## src/shared/mcr_pkg.sv

```systemverilog
// Shared constants for the measurement control register bank
package mcr_pkg;

	// ----------------------------------------
	// Register addresses
	// ----------------------------------------
	localparam int          ADDR_W               = 7;
	localparam logic [6:0]  ADDR_DROP_HIGH       = 7'h0f;
	localparam logic [6:0]  ADDR_DROP_LOW        = 7'h10;
	localparam logic [6:0]  ADDR_THRESH_HIGH     = 7'h11;
	localparam logic [6:0]  ADDR_THRESH_LOW      = 7'h12;
	localparam logic [6:0]  ADDR_GAIN_SELECT     = 7'h13;
	localparam logic [6:0]  ADDR_POWER_ENABLES   = 7'h14;

	// ----------------------------------------
	// Reset values and writable-bit masks
	// ----------------------------------------
	localparam logic [7:0]  RST_DROP_HIGH        = 8'h00;
	localparam logic [7:0]  RST_DROP_LOW         = 8'h00;
	localparam logic [7:0]  RST_THRESH_HIGH      = 8'h00;
	localparam logic [7:0]  RST_THRESH_LOW       = 8'h00;
	localparam logic [7:0]  RST_GAIN_SELECT      = 8'h50;
	localparam logic [7:0]  RST_POWER_ENABLES    = 8'hcf;
	localparam logic [7:0]  MASK_GAIN_SELECT     = 8'hf0;
	localparam logic [7:0]  MASK_POWER_ENABLES   = 8'hcf;
	localparam logic [7:0]  UNMAPPED_READ        = 8'h00;

	// ----------------------------------------
	// Field positions
	// ----------------------------------------
	localparam int          GAIN_CUR_LSB         = 6;
	localparam int          GAIN_VOLT_LSB        = 4;
	localparam int          PWR_CUR_CHOP         = 7;
	localparam int          PWR_VOLT_CHOP        = 6;
	localparam int          PWR_CUR_AMP          = 3;
	localparam int          PWR_CUR_MOD          = 2;
	localparam int          PWR_VOLT_AMP         = 1;
	localparam int          PWR_VOLT_MOD         = 0;

	// ----------------------------------------
	// Gain codes and factors
	// ----------------------------------------
	localparam logic [1:0]  GAIN_CODE_5          = 2'h0;
	localparam logic [1:0]  GAIN_CODE_25         = 2'h1;
	localparam logic [1:0]  GAIN_CODE_40         = 2'h2;
	localparam logic [1:0]  GAIN_CODE_100        = 2'h3;
	localparam logic [6:0]  GAIN_FACTOR_5        = 7'h05;
	localparam logic [6:0]  GAIN_FACTOR_25       = 7'h19;
	localparam logic [6:0]  GAIN_FACTOR_40       = 7'h28;
	localparam logic [6:0]  GAIN_FACTOR_100      = 7'h64;

	// ----------------------------------------
	// Serial frame layout
	// ----------------------------------------
	localparam logic [3:0]  LAST_CMD_BIT         = 4'h7;
	localparam logic [3:0]  LAST_FRAME_BIT       = 4'hf;

	typedef enum logic [1:0] {
		SER_IDLE,
		SER_CMD,
		SER_DATA,
		SER_DONE
	} mcr_ser_state_t;

endpackage

```

## src/core/mcr_control_regs.sv

```systemverilog
// Measurement control register bank with its serial access port
`timescale 1ns/1ns

// ----------------------------------------
// Register bank top
// ----------------------------------------
//
// Contract
// - Hold 16-bit sample drop count, high byte at 0x0f, low at 0x10.
// - Hold 16-bit monitor current threshold, high byte 0x11, low 0x12.
// - Gain bits 7:6 pick current gain 5/25/40/100; reset code 01.
// - Gain bits 5:4 pick voltage gain, same codes, reset 01; bits 3:0 reserved.
// - Power bit 7 gates the current channel chopper clock.
// - Power bit 6 gates the voltage channel chopper clock; bits 5:4 reserved.
// - Power bit 3 enables the current channel amplifier.
// - Power bit 2 enables the current channel modulator.
// - Power bits 1 and 0 enable voltage amplifier and modulator.
module mcr_control_regs
	import mcr_pkg::*;
(
	// Clock and reset
	input  wire logic        core_clk_i,
	input  wire logic        arst_n_i,
	// Serial interface
	input  wire logic        sclk_i,
	input  wire logic        cs_n_i,
	input  wire logic        sdi_i,
	output logic             sdo_o,
	output logic             sdo_oe_o,
	// Monitoring mode two settings
	output logic [15:0]      sample_drop_count_o,
	output logic             sample_drop_count_update_o,
	output logic [15:0]      monitor_threshold_o,
	output logic             monitor_threshold_update_o,
	// Amplifier gains
	output logic [1:0]       current_gain_code_o,
	output logic [6:0]       current_gain_factor_o,
	output logic [1:0]       voltage_gain_code_o,
	output logic [6:0]       voltage_gain_factor_o,
	// Channel enables
	output logic             current_chop_clk_en_o,
	output logic             voltage_chop_clk_en_o,
	output logic             current_amp_en_o,
	output logic             current_mod_en_o,
	output logic             voltage_amp_en_o,
	output logic             voltage_mod_en_o
);

	// ----------------------------------------
	// Helpers
	// ----------------------------------------
	function automatic logic [6:0] gain_factor(input logic [1:0] code);
		logic [6:0] f;
		f = GAIN_FACTOR_25;
		case (code)
			GAIN_CODE_5:   f = GAIN_FACTOR_5;
			GAIN_CODE_25:  f = GAIN_FACTOR_25;
			GAIN_CODE_40:  f = GAIN_FACTOR_40;
			GAIN_CODE_100: f = GAIN_FACTOR_100;
			default:       f = GAIN_FACTOR_25;
		endcase
		return f;
	endfunction

	// Writable bits take the new value, reserved bits fall back to reset
	function automatic logic [7:0] masked(input logic [7:0] data, input logic [7:0] mask,
		input logic [7:0] rst);
		return (data & mask) | (rst & ~mask);
	endfunction

	// ----------------------------------------
	// Serial access
	// ----------------------------------------
	logic              wr;
	logic              rd;
	logic [ADDR_W-1:0] addr;
	logic [7:0]        wdata;
	logic              rd_valid_reg, rd_valid_next;
	logic [7:0]        rdata_reg, rdata_next;

	mcr_serial_slave u_serial (
		.core_clk_i (core_clk_i),
		.arst_n_i   (arst_n_i),
		.sclk_i     (sclk_i),
		.cs_n_i     (cs_n_i),
		.sdi_i      (sdi_i),
		.sdo_o      (sdo_o),
		.sdo_oe_o   (sdo_oe_o),
		.wr_o       (wr),
		.rd_o       (rd),
		.addr_o     (addr),
		.wdata_o    (wdata),
		.rd_valid_i (rd_valid_reg),
		.rdata_i    (rdata_reg)
	);

	// ----------------------------------------
	// Register storage
	// ----------------------------------------
	logic [7:0] drop_high_reg, drop_high_next;
	logic [7:0] drop_low_reg, drop_low_next;
	logic [7:0] thresh_high_reg, thresh_high_next;
	logic [7:0] thresh_low_reg, thresh_low_next;
	logic [7:0] gain_reg, gain_next;
	logic [7:0] power_reg, power_next;
	logic       drop_upd_reg, drop_upd_next;
	logic       thresh_upd_reg, thresh_upd_next;

	always_comb begin
		drop_high_next   = drop_high_reg;
		drop_low_next    = drop_low_reg;
		thresh_high_next = thresh_high_reg;
		thresh_low_next  = thresh_low_reg;
		gain_next        = gain_reg;
		power_next       = power_reg;
		drop_upd_next    = 1'b0;
		thresh_upd_next  = 1'b0;
		if (wr) begin
			case (addr)
				ADDR_DROP_HIGH: begin
					drop_high_next = wdata;
				end
				ADDR_DROP_LOW: begin
					drop_low_next = wdata;
					// Low byte completes the word
					drop_upd_next = 1'b1;
				end
				ADDR_THRESH_HIGH: begin
					thresh_high_next = wdata;
				end
				ADDR_THRESH_LOW: begin
					thresh_low_next = wdata;
					thresh_upd_next = 1'b1;
				end
				ADDR_GAIN_SELECT: begin
					gain_next = masked(wdata, MASK_GAIN_SELECT, RST_GAIN_SELECT);
				end
				ADDR_POWER_ENABLES: begin
					power_next = masked(wdata, MASK_POWER_ENABLES, RST_POWER_ENABLES);
				end
				default: begin
					// Writes to unmapped addresses are dropped
					drop_upd_next = 1'b0;
				end
			endcase
		end
	end

	always_ff @(posedge core_clk_i or negedge arst_n_i) begin
		if (!arst_n_i) begin
			drop_high_reg   <= RST_DROP_HIGH;
			drop_low_reg    <= RST_DROP_LOW;
			thresh_high_reg <= RST_THRESH_HIGH;
			thresh_low_reg  <= RST_THRESH_LOW;
			gain_reg        <= RST_GAIN_SELECT;
			power_reg       <= RST_POWER_ENABLES;
			drop_upd_reg    <= 1'b0;
			thresh_upd_reg  <= 1'b0;
		end else begin
			drop_high_reg   <= drop_high_next;
			drop_low_reg    <= drop_low_next;
			thresh_high_reg <= thresh_high_next;
			thresh_low_reg  <= thresh_low_next;
			gain_reg        <= gain_next;
			power_reg       <= power_next;
			drop_upd_reg    <= drop_upd_next;
			thresh_upd_reg  <= thresh_upd_next;
		end
	end

	// ----------------------------------------
	// Read path
	// ----------------------------------------
	always_comb begin
		rd_valid_next = rd;
		rdata_next    = rdata_reg;
		if (rd) begin
			case (addr)
				ADDR_DROP_HIGH:     rdata_next = drop_high_reg;
				ADDR_DROP_LOW:      rdata_next = drop_low_reg;
				ADDR_THRESH_HIGH:   rdata_next = thresh_high_reg;
				ADDR_THRESH_LOW:    rdata_next = thresh_low_reg;
				ADDR_GAIN_SELECT:   rdata_next = gain_reg;
				ADDR_POWER_ENABLES: rdata_next = power_reg;
				default:            rdata_next = UNMAPPED_READ;
			endcase
		end
	end

	always_ff @(posedge core_clk_i or negedge arst_n_i) begin
		if (!arst_n_i) begin
			rd_valid_reg <= 1'b0;
			rdata_reg    <= 8'h00;
		end else begin
			rd_valid_reg <= rd_valid_next;
			rdata_reg    <= rdata_next;
		end
	end

	// ----------------------------------------
	// Decoded gain factors
	// ----------------------------------------
	// Tracked from the next value so factor and code change on the same edge
	logic [6:0] cur_factor_reg, cur_factor_next;
	logic [6:0] volt_factor_reg, volt_factor_next;

	always_comb begin
		cur_factor_next  = gain_factor(gain_next[GAIN_CUR_LSB +: 2]);
		volt_factor_next = gain_factor(gain_next[GAIN_VOLT_LSB +: 2]);
	end

	always_ff @(posedge core_clk_i or negedge arst_n_i) begin
		if (!arst_n_i) begin
			cur_factor_reg  <= GAIN_FACTOR_25;
			volt_factor_reg <= GAIN_FACTOR_25;
		end else begin
			cur_factor_reg  <= cur_factor_next;
			volt_factor_reg <= volt_factor_next;
		end
	end

	// ----------------------------------------
	// Outputs, all straight from flops
	// ----------------------------------------
	assign sample_drop_count_o        = {drop_high_reg, drop_low_reg};
	assign sample_drop_count_update_o = drop_upd_reg;
	assign monitor_threshold_o        = {thresh_high_reg, thresh_low_reg};
	assign monitor_threshold_update_o = thresh_upd_reg;
	assign current_gain_code_o        = gain_reg[GAIN_CUR_LSB +: 2];
	assign current_gain_factor_o      = cur_factor_reg;
	assign voltage_gain_code_o        = gain_reg[GAIN_VOLT_LSB +: 2];
	assign voltage_gain_factor_o      = volt_factor_reg;
	assign current_chop_clk_en_o      = power_reg[PWR_CUR_CHOP];
	assign voltage_chop_clk_en_o      = power_reg[PWR_VOLT_CHOP];
	assign current_amp_en_o           = power_reg[PWR_CUR_AMP];
	assign current_mod_en_o           = power_reg[PWR_CUR_MOD];
	assign voltage_amp_en_o           = power_reg[PWR_VOLT_AMP];
	assign voltage_mod_en_o           = power_reg[PWR_VOLT_MOD];

endmodule

```

## src/core/mcr_serial_slave.sv

```systemverilog
// Four-wire serial slave that turns frames into register read and write strobes
`timescale 1ns/1ns
module mcr_serial_slave
	import mcr_pkg::*;
(
	// Clock and reset
	input  wire logic              core_clk_i,
	input  wire logic              arst_n_i,
	// Serial pins
	input  wire logic              sclk_i,
	input  wire logic              cs_n_i,
	input  wire logic              sdi_i,
	output logic                   sdo_o,
	output logic                   sdo_oe_o,
	// Register side
	output logic                   wr_o,
	output logic                   rd_o,
	output logic [ADDR_W-1:0]      addr_o,
	output logic [7:0]             wdata_o,
	input  wire logic              rd_valid_i,
	input  wire logic [7:0]        rdata_i
);

	// ----------------------------------------
	// Pin synchronisers
	// ----------------------------------------
	logic [2:0] sclk_sync_reg;
	logic [1:0] cs_sync_reg;
	logic [1:0] sdi_sync_reg;
	logic       sclk_rise;
	logic       sclk_fall;
	logic       selected;

	always_ff @(posedge core_clk_i or negedge arst_n_i) begin
		if (!arst_n_i) begin
			sclk_sync_reg <= 3'h0;
			cs_sync_reg   <= 2'h3;
			sdi_sync_reg  <= 2'h0;
		end else begin
			sclk_sync_reg <= {sclk_sync_reg[1:0], sclk_i};
			cs_sync_reg   <= {cs_sync_reg[0], cs_n_i};
			sdi_sync_reg  <= {sdi_sync_reg[0], sdi_i};
		end
	end

	// Edges use stages two and three only
	assign sclk_rise = sclk_sync_reg[1] & ~sclk_sync_reg[2];
	assign sclk_fall = ~sclk_sync_reg[1] & sclk_sync_reg[2];
	assign selected  = ~cs_sync_reg[1];

	// ----------------------------------------
	// Frame engine
	// ----------------------------------------
	mcr_ser_state_t    state_reg, state_next;
	logic [3:0]        cnt_reg, cnt_next;
	logic [6:0]        shift_reg, shift_next;
	logic [7:0]        tx_reg, tx_next;
	logic              rnw_reg, rnw_next;
	logic              sdo_reg, sdo_next;
	logic              oe_reg, oe_next;
	logic              wr_reg, wr_next;
	logic              rd_reg, rd_next;
	logic [ADDR_W-1:0] addr_reg, addr_next;
	logic [7:0]        wdata_reg, wdata_next;

	always_comb begin
		state_next = state_reg;
		cnt_next   = cnt_reg;
		shift_next = shift_reg;
		tx_next    = tx_reg;
		rnw_next   = rnw_reg;
		sdo_next   = sdo_reg;
		oe_next    = selected;
		wr_next    = 1'b0;
		rd_next    = 1'b0;
		addr_next  = addr_reg;
		wdata_next = wdata_reg;
		if (rd_valid_i) begin
			tx_next = rdata_i;
		end
		if (!selected) begin
			state_next = SER_IDLE;
			sdo_next   = 1'b0;
		end else begin
			case (state_reg)
				SER_IDLE: begin
					state_next = SER_CMD;
					cnt_next   = 4'h0;
					sdo_next   = 1'b0;
				end
				SER_CMD: begin
					if (sclk_rise) begin
						shift_next = {shift_reg[5:0], sdi_sync_reg[1]};
						cnt_next   = cnt_reg + 4'h1;
						if (cnt_reg == LAST_CMD_BIT) begin
							rnw_next   = shift_reg[6];
							addr_next  = {shift_reg[5:0], sdi_sync_reg[1]};
							rd_next    = shift_reg[6];
							state_next = SER_DATA;
						end
					end
				end
				SER_DATA: begin
					if (sclk_fall) begin
						sdo_next = rnw_reg & tx_reg[7];
						tx_next  = {tx_reg[6:0], 1'b0};
					end
					if (sclk_rise) begin
						shift_next = {shift_reg[5:0], sdi_sync_reg[1]};
						cnt_next   = cnt_reg + 4'h1;
						if (cnt_reg == LAST_FRAME_BIT) begin
							wr_next    = ~rnw_reg;
							wdata_next = {shift_reg, sdi_sync_reg[1]};
							state_next = SER_DONE;
						end
					end
				end
				SER_DONE: begin
					// Extra clocks until deselect are ignored
					if (sclk_fall) begin
						sdo_next = 1'b0;
					end
				end
				default: begin
					state_next = SER_IDLE;
				end
			endcase
		end
	end

	always_ff @(posedge core_clk_i or negedge arst_n_i) begin
		if (!arst_n_i) begin
			state_reg <= SER_IDLE;
			cnt_reg   <= 4'h0;
			shift_reg <= 7'h00;
			tx_reg    <= 8'h00;
			rnw_reg   <= 1'b0;
			sdo_reg   <= 1'b0;
			oe_reg    <= 1'b0;
			wr_reg    <= 1'b0;
			rd_reg    <= 1'b0;
			addr_reg  <= 7'h00;
			wdata_reg <= 8'h00;
		end else begin
			state_reg <= state_next;
			cnt_reg   <= cnt_next;
			shift_reg <= shift_next;
			tx_reg    <= tx_next;
			rnw_reg   <= rnw_next;
			sdo_reg   <= sdo_next;
			oe_reg    <= oe_next;
			wr_reg    <= wr_next;
			rd_reg    <= rd_next;
			addr_reg  <= addr_next;
			wdata_reg <= wdata_next;
		end
	end

	assign sdo_o    = sdo_reg;
	assign sdo_oe_o = oe_reg;
	assign wr_o     = wr_reg;
	assign rd_o     = rd_reg;
	assign addr_o   = addr_reg;
	assign wdata_o  = wdata_reg;

endmodule

```

## config.mk

```make
export PLATFORM = sky130hd
export DESIGN_NAME = mcr_control_regs
export DESIGN_NICKNAME = d
export VERILOG_FILES = /design/src/shared/mcr_pkg.sv /design/src/core/mcr_control_regs.sv /design/src/core/mcr_serial_slave.sv
export SDC_FILE = /design/constraint.sdc
export NUM_CORES = 1
export LEC_CHECK = 0
export BUFFER_PORTS_ARGS = -buffer_cell sky130_fd_sc_hd__buf_2
export CAP_MARGIN = 20
export CORE_MARGIN = 8
export CORE_UTILIZATION = 55
export DETAILED_ROUTE_END_ITERATION = 8
export PLACE_DENSITY = 0.84
export SLEW_MARGIN = 20
export SYNTH_ARGS = -nofsm -noshare
export SYNTH_HDL_FRONTEND = slang
export SYNTH_SLANG_ARGS = --single-unit
export TNS_END_PERCENT = 30
```

## constraint.sdc

```tcl
create_clock -name core_clk_i -period 2.35 [get_ports core_clk_i]
set_clock_uncertainty 0.1 [all_clocks]
set_input_delay 0 -clock core_clk_i [delete_from_list [all_inputs] [get_ports core_clk_i]]
set_output_delay 0 -clock core_clk_i [all_outputs]
set_load 0.05 [all_outputs]
```

# Word-level counts from Yosys, hierarchy flattened

Index checks and enable logic that the tools add are counted.

Add/sub/neg operators: 1
Equality and inequality tests: 24
Mux-type cells: 33
Bitwise operators: 7
Reductions and logical operators: 18

Operator list:

| cell                                          | count |
|---|---|
| case mux 7 bit (4 select lines)               | 2 |
| two-way mux 8 bit                             | 6 |
| case mux 8 bit (6 select lines)               | 1 |
| == test 7 x 5 -> 1 bit, second input constant | 5 |
| != test 3 x 1 -> 1 bit, second input constant | 6 |
| two-way mux 1 bit                             | 15 |
| == test 2 bit, second input constant          | 6 |
| two-way mux 2 bit                             | 5 |
| AND reduction 2 bit                           | 5 |
| AND reduction 3 bit                           | 3 |
| case mux 4 bit (2 select lines)               | 1 |
| AND reduction 4 bit                           | 2 |
| nonzero test 4 bit                            | 2 |
| == test 7 x 4 -> 1 bit, second input constant | 1 |
| == test 2 x 1 -> 1 bit, second input constant | 3 |
| logical NOT 2 bit                             | 3 |
| case mux 2 bit (3 select lines)               | 1 |
| AND reduction 5 bit                           | 1 |
| adder 4 x 1 -> 4 bit, second input constant   | 1 |
| == test 4 x 3 -> 1 bit, second input constant | 1 |
| == test 4 bit, second input constant          | 1 |
| two-way mux 4 bit                             | 1 |
| NOT 1 bit                                     | 4 |
| bitwise AND 1 bit                             | 3 |
| 4 further kinds                               | 4 |

Bits in registers: 115
Input bits: 5
Output and inout port bits: 60
Logic and storage cells: 109

# Longest topological paths before layout

Depth in word-level cells: 5
Gate-level depth with buffers: 8
Gate-level depth less buffers: 6

# Modules after synthesis

A second synthesis with hierarchy kept.

Cell total of the unflattened synthesis: 355
Area, all modules: 4968.5 sq um

By module, submodules not included:

| module           | instances | cells each | area each (sq um) | seq. area each (sq um) |
|---|---|---|---|---|
| mcr_control_regs | 1         | 206        | 2921.6            | 1644.1 |
| mcr_serial_slave | 1         | 149        | 2047.0            | 1203.7 |

# Least setup slack after synthesis

Ideal clock, no wire load.

Path kind: flip-flop to flip-flop
Start: register u_serial.addr_reg[2] (netlist: u_serial.addr_o[2])
End: register cur_factor_reg[5] (netlist: current_gain_factor_o[5])
Library setup time: 0.127 ns
Data arrival time: 1.821 ns
Data required time: 2.123 ns
Slack: 0.302 ns
Stages on the path, launching flop included: 8
Path buffers: 1
Clock period less this slack: 2.048 ns
Cells stage by stage: dfrtp_1 -> buf_6 -> nor3b_4 -> nand3_1 -> mux2i_1 -> inv_1 -> ha_1 -> or2_2

Cells in the longest elaborated chain, start to end: 5
Elaborated cells between the ends (all ways): 8
Classes of those cells: eq/ne: 4; mux: 3; reduce/logical: 1

RTL lines:

| element                               | RTL line                | source |
|---|---|---|
| start: declaration                    | mcr_serial_slave.sv:63  | `logic [ADDR_W-1:0] addr_reg, addr_next;` |
| start signal: assignment              | mcr_serial_slave.sv:154 | `addr_reg <= addr_next;` |
| == test 7 x 5 -> 1 bit (*)            | mcr_control_regs.sv:119 | `case (addr)` |
| two-way mux 8 bit (*)                 | mcr_control_regs.sv:119 |  |
| two-way mux 8 bit (*)                 | mcr_control_regs.sv:118 | `if (wr) begin` |
| named net gain_next[6]                | mcr_control_regs.sv:104 | `logic [7:0] gain_reg, gain_next;` |
| == test 2 bit (tied with other cells) | mcr_control_regs.sv:55  | `case (code)` |
| case mux 7 bit (4 select lines) (*)   | mcr_control_regs.sv:55  |  |
| named net cur_factor_next[5]          | mcr_control_regs.sv:204 | `logic [6:0] cur_factor_reg, cur_factor_next;` |
| end signal: assignment                | mcr_control_regs.sv:217 | `cur_factor_reg <= cur_factor_next;` |
| end: declaration                      | mcr_control_regs.sv:204 |  |

Mark *: on every way through the listed nets, which the timed path passes. The rest lies on a longest branch. The select of a mux whose other input is x is not followed.
A chain may end at the register's enable or synchronous reset.

# Worst setup path in the final report

Start: register u_serial.addr_reg[6] (netlist: u_serial.addr_o[6])
End: register cur_factor_reg[5] (netlist: current_gain_factor_o[5])

The elaborated chain is that of the path after synthesis.

==> run summary <==
The flow ran to the end, and the final reports show no timing, DRC or antenna violations. Counting the buffers created by CTS gives 9. The share of the synthesized area in the top cell type is 0.4919.

Walking the worst path, the cells encountered are and4bb_2 -> nand3_1 -> mux2i_1 -> inv_1 -> ha_1 -> or2_2. The critical path is of the reg -> reg type. The number of distinct standard cells referenced by the synthesized netlist is 50. STA classifies the critical path startpoint as a flip-flop. The net count of the finished layout is 455. The adder-cell share of the synthesized area is 0.03075. In the post-synthesis netlist, the biggest area contributors are dfrtp_1, mux2_2, dfstp_2. Among all stages on the critical path, the largest delay is contributed by dfrtp_1. Of the total synthesized cell area, the portion taken by XOR and XNOR cells is 0. The worst slew slack as a fraction of its limit came out at 0.6123. The largest stage delay on the critical path is 0.42 ns.

The post-route DRC violation count came out at 0. The number of core rows came out at 34. STA puts the critical path data arrival time at 2.37 ns.

The core area is 8678 sq um. The most common cell in the synthesized netlist is dfrtp_1. The leakage dissipation came out at 2.834 nW. The number of primary I/O pins came out at 65.

By count the netlist is led by dfrtp_1, mux2_2, dfstp_2. The total instance count after detailed placement came out at 531. The total half-perimeter wirelength after legalization and detailed placement came out at 7.578 mm. The total number of yosys warnings is 0. The post-CTS resize count came out at 0.

The multi-input gate area in the final layout came out at 1891 sq um. The number of global-route vias before repair came out at 3288. The main combinational cell family by area after synthesis is multiplexers. The number of enable-type register cells in the synthesized netlist came out at 0. The H-tree level count came out at 3.

The average cell area after synthesis came out at 13.23 sq um. IR analysis of the VDD net gives a maximum drop of 0.0004431 V. The critical-path maximum fanout came out at 6. The pin count of the biggest net entering global routing is 48. The clock passes through at most 2 buffers. TritonCTS built the clock tree.

The worst register-to-register path ends at current_gain_factor_o[5]$_DFF_PN0_. The detail route stage leaves a number of antenna-violating nets equal to 0. After the first detailed-routing iteration, the DRC count stood at 92. The via density per instance is 5.824.

The transition at the pin with the smallest max-transition slack came out at 0.5816 ns. The total count of max-transition violations in the final report came out at 0. The share of async-settable or async-resettable flops after synthesis is 1.000. The smallest clock period supported by the final layout is computed as 2.209 ns.

For flop-to-flop paths, the worst setup slack is 0.14 ns. The detailed-route wire length per cell came out at 18.89 um. The number of detailed-routing iterations run before antenna repair came out at 4.

Dividing the final minimum period by the clock period gives 0.9400. The number of maximum-capacitance violations came out at 0. The initial antenna violation count came out at 0. The simple-gate share of the synthesized area is 0.08506. Setup repair after global routing left no endpoint under its margin.

The sequential fraction of the synthesis area is 0.5780. The post-route setup TNS came out at 0 ns. The path depth of the worst reg2reg path is 6. Summed over all layers, the routed wires come to 10.41 mm. Of the post-synthesis cell area, the part taken by muxes is 0.1863. The most used flip-flop cell after synthesis is dfrtp_1. The count of buffers inserted at the top-level ports is 62. The data required time of the worst path is 2.51 ns. Buffers added to address setup during post-CTS repair amount to 0.

The floorplan die area came out at 12150 sq um. The flip-flop and latch count after synthesis is 112. The kind of capture point of the worst setup path is a flip-flop.

The complex-gate fraction of the synthesized area came out at 0.08353. Summing all flip-flop and latch instances after layout gives 2823 sq um. Summed over all layers, the global routing overflow is 0. The cell count after synthesis came out at 369.

The area growth from synthesis to layout is 14.22%. The total count of hold-check failures in the final report is 0. 0 antenna diodes ended up in the layout.

The mapped netlist covers 4883 sq um. The overall fraction of global-route tracks in use came out at 0.1835. The cell sitting at the root of the clock tree is a clkbuf_8. The initial utilization of the core area, before any placement, comes to 0.5627. The vertical die dimension is 110.2 um. The filler cells instantiated in the layout total 659. The clock input transition at the sequential cells of the worst setup and hold paths is 0.09 ns. After the flow finishes, the layout carries non-filler instances totaling 551. The power density of the placed cells is 681.8 nW/um^2.

The later-pin clock latency in the skew report came out at 0.37 ns. The routability-driven placement congestion ratio came out at 0.8389. CTS saw 112 sinks. The horizontal extent of the die is 110.2 um. The top cell type by total area after synthesis is dfrtp_1.

The total via count in the routed design came out at 3209. The number of setup violations in the final report is 0. The source of the worst register-to-register timing path is u_serial.addr_o[6]$_DFFE_PN0P_. The maximum operating frequency came out at 452.7 MHz. The path class of the tightest hold or removal check is in -> async. The wire length of the first global-routing pass is 17.12 mm. Of the cells placed in the final design, the portion with a size suffix greater than 1 is 0.4153.
[critical path: cells and delay by family (launching register included)]
kind / cells / cell delay [ns]
buffers and inverters: 1 / 0.13
flip-flops: 1 / 0.42
multiplexers: 1 / 0.33
AND/OR/NAND/NOR: 3 / 0.90
adder cells (fa/ha/maj): 1 / 0.23
[worst max-delay path by stage]
stage                              startpoint                            endpoint  depth (start not counted)
2_1_floorplan  u_serial.addr_o[2]$_DFFE_PN0P_  current_gain_factor_o[5]$_DFF_PN0_                          7
3_3_place_gp   u_serial.addr_o[6]$_DFFE_PN0P_  current_gain_factor_o[5]$_DFF_PN0_                          6
3_5_place_dp   u_serial.addr_o[6]$_DFFE_PN0P_  current_gain_factor_o[5]$_DFF_PN0_                          6
4_1_cts        u_serial.addr_o[6]$_DFFE_PN0P_  current_gain_factor_o[5]$_DFF_PN0_                          6
5_1_grt        u_serial.addr_o[6]$_DFFE_PN0P_  current_gain_factor_o[5]$_DFF_PN0_                          6
6_report       u_serial.addr_o[6]$_DFFE_PN0P_  current_gain_factor_o[5]$_DFF_PN0_                          6
[layout by cell type, fill, tap and decap left out, types with 4 or more instances in the layout]
| master | Yosys | routed |
|---|---|---|
| ha_1 | 12 | 12 |
| a31oi_1 | 7 | 7 |
| dfrtp_1 | 96 | 96 |
| a22o_1 | 9 | 9 |
| mux2i_1 | 14 | 14 |
| mux2_2 | 66 | 66 |
| nor2_1 | 11 | 11 |
| a21oi_1 | 13 | 13 |
| o21ai_0 | 14 | 14 |
| inv_1 | 14 | 14 |
| nor2b_1 | 11 | 11 |
| buf_4 | 3 | 10 |
| a22oi_1 | 7 | 7 |
| clkbuf_8 | 1 | 9 |
| dlygate4sd3_1 | 0 | 4 |
| buf_2 | 3 | 61 |
| nand2_1 | 13 | 13 |
| dfstp_2 | 16 | 16 |
| nand3_1 | 8 | 8 |
| nand4_1 | 4 | 4 |
[logic make-up after synthesis]
| logic type | after synthesis |
|---|---|
| DFF | 112 |
| muxes | 82 |
| and+or+nand+nor | 68 |
| AOI/OAI and AO/OA | 61 |
| buffers and inverters | 33 |
| adders and majority gates | 12 |
| other | 1 |
[per-layer routing]
layer / wire length, um / share of wire / vias to the layer above / track usage
li1: - / - / 1447 / -
met1: 4315 / 0.41 / 1641 / 0.2294
met2: 5127 / 0.49 / 100 / 0.2911
met3: 704 / 0.068 / 21 / 0.05349
met4: 264 / 0.025 / 0 / 0.08183
met5: 0 / 0 / - / 0
[power by group]
group	leakage, nW	internal, mW	switching [mW]
clock	0.110	0.709	0.620
combinational	1.25	0.166	0.213
sequential	1.48	2.01	0.0838
total	2.83	2.89	0.917
[layout make-up]
type / instances / area share
Clock inverter: 5 / 0.01884
Tap cell: 108 / 0.02423
Inverter: 14 / 0.009421
Timing Repair Buffer: 76 / 0.07896
Clock buffer: 11 / 0.02355
Multi-Input combinational cell: 225 / 0.3389
Sequential cell: 112 / 0.5061
[stage by stage]
| stage | hold slack, ns | total power, mW | area [sq um] | setup WS (ns) | utilization |
|---|---|---|---|---|---|
| floorplan | -0.3956 | 2.378 | 4887 | 0.3016 | - |
| global placement | -0.07075 | 2.483 | 5301 | 0.2769 | 0.6109 |
| detailed placement | -0.05562 | 2.505 | 5301 | 0.1472 | 0.6109 |
| CTS | 0.07651 | 3.833 | 5578 | 0.1441 | 0.6427 |
| global route | 0.1010 | 3.959 | 5578 | 0.02035 | 0.6427 |
| finish | 0.06656 | 3.803 | 5578 | 0.1410 | 0.6427 |
[timing repair]
item / CTS / global route
hold buffers: 4 / 0
hold endpoints to repair: 73 / 0
setup endpoints to repair: 0 / 0
(Power assumes the default switching activity.)
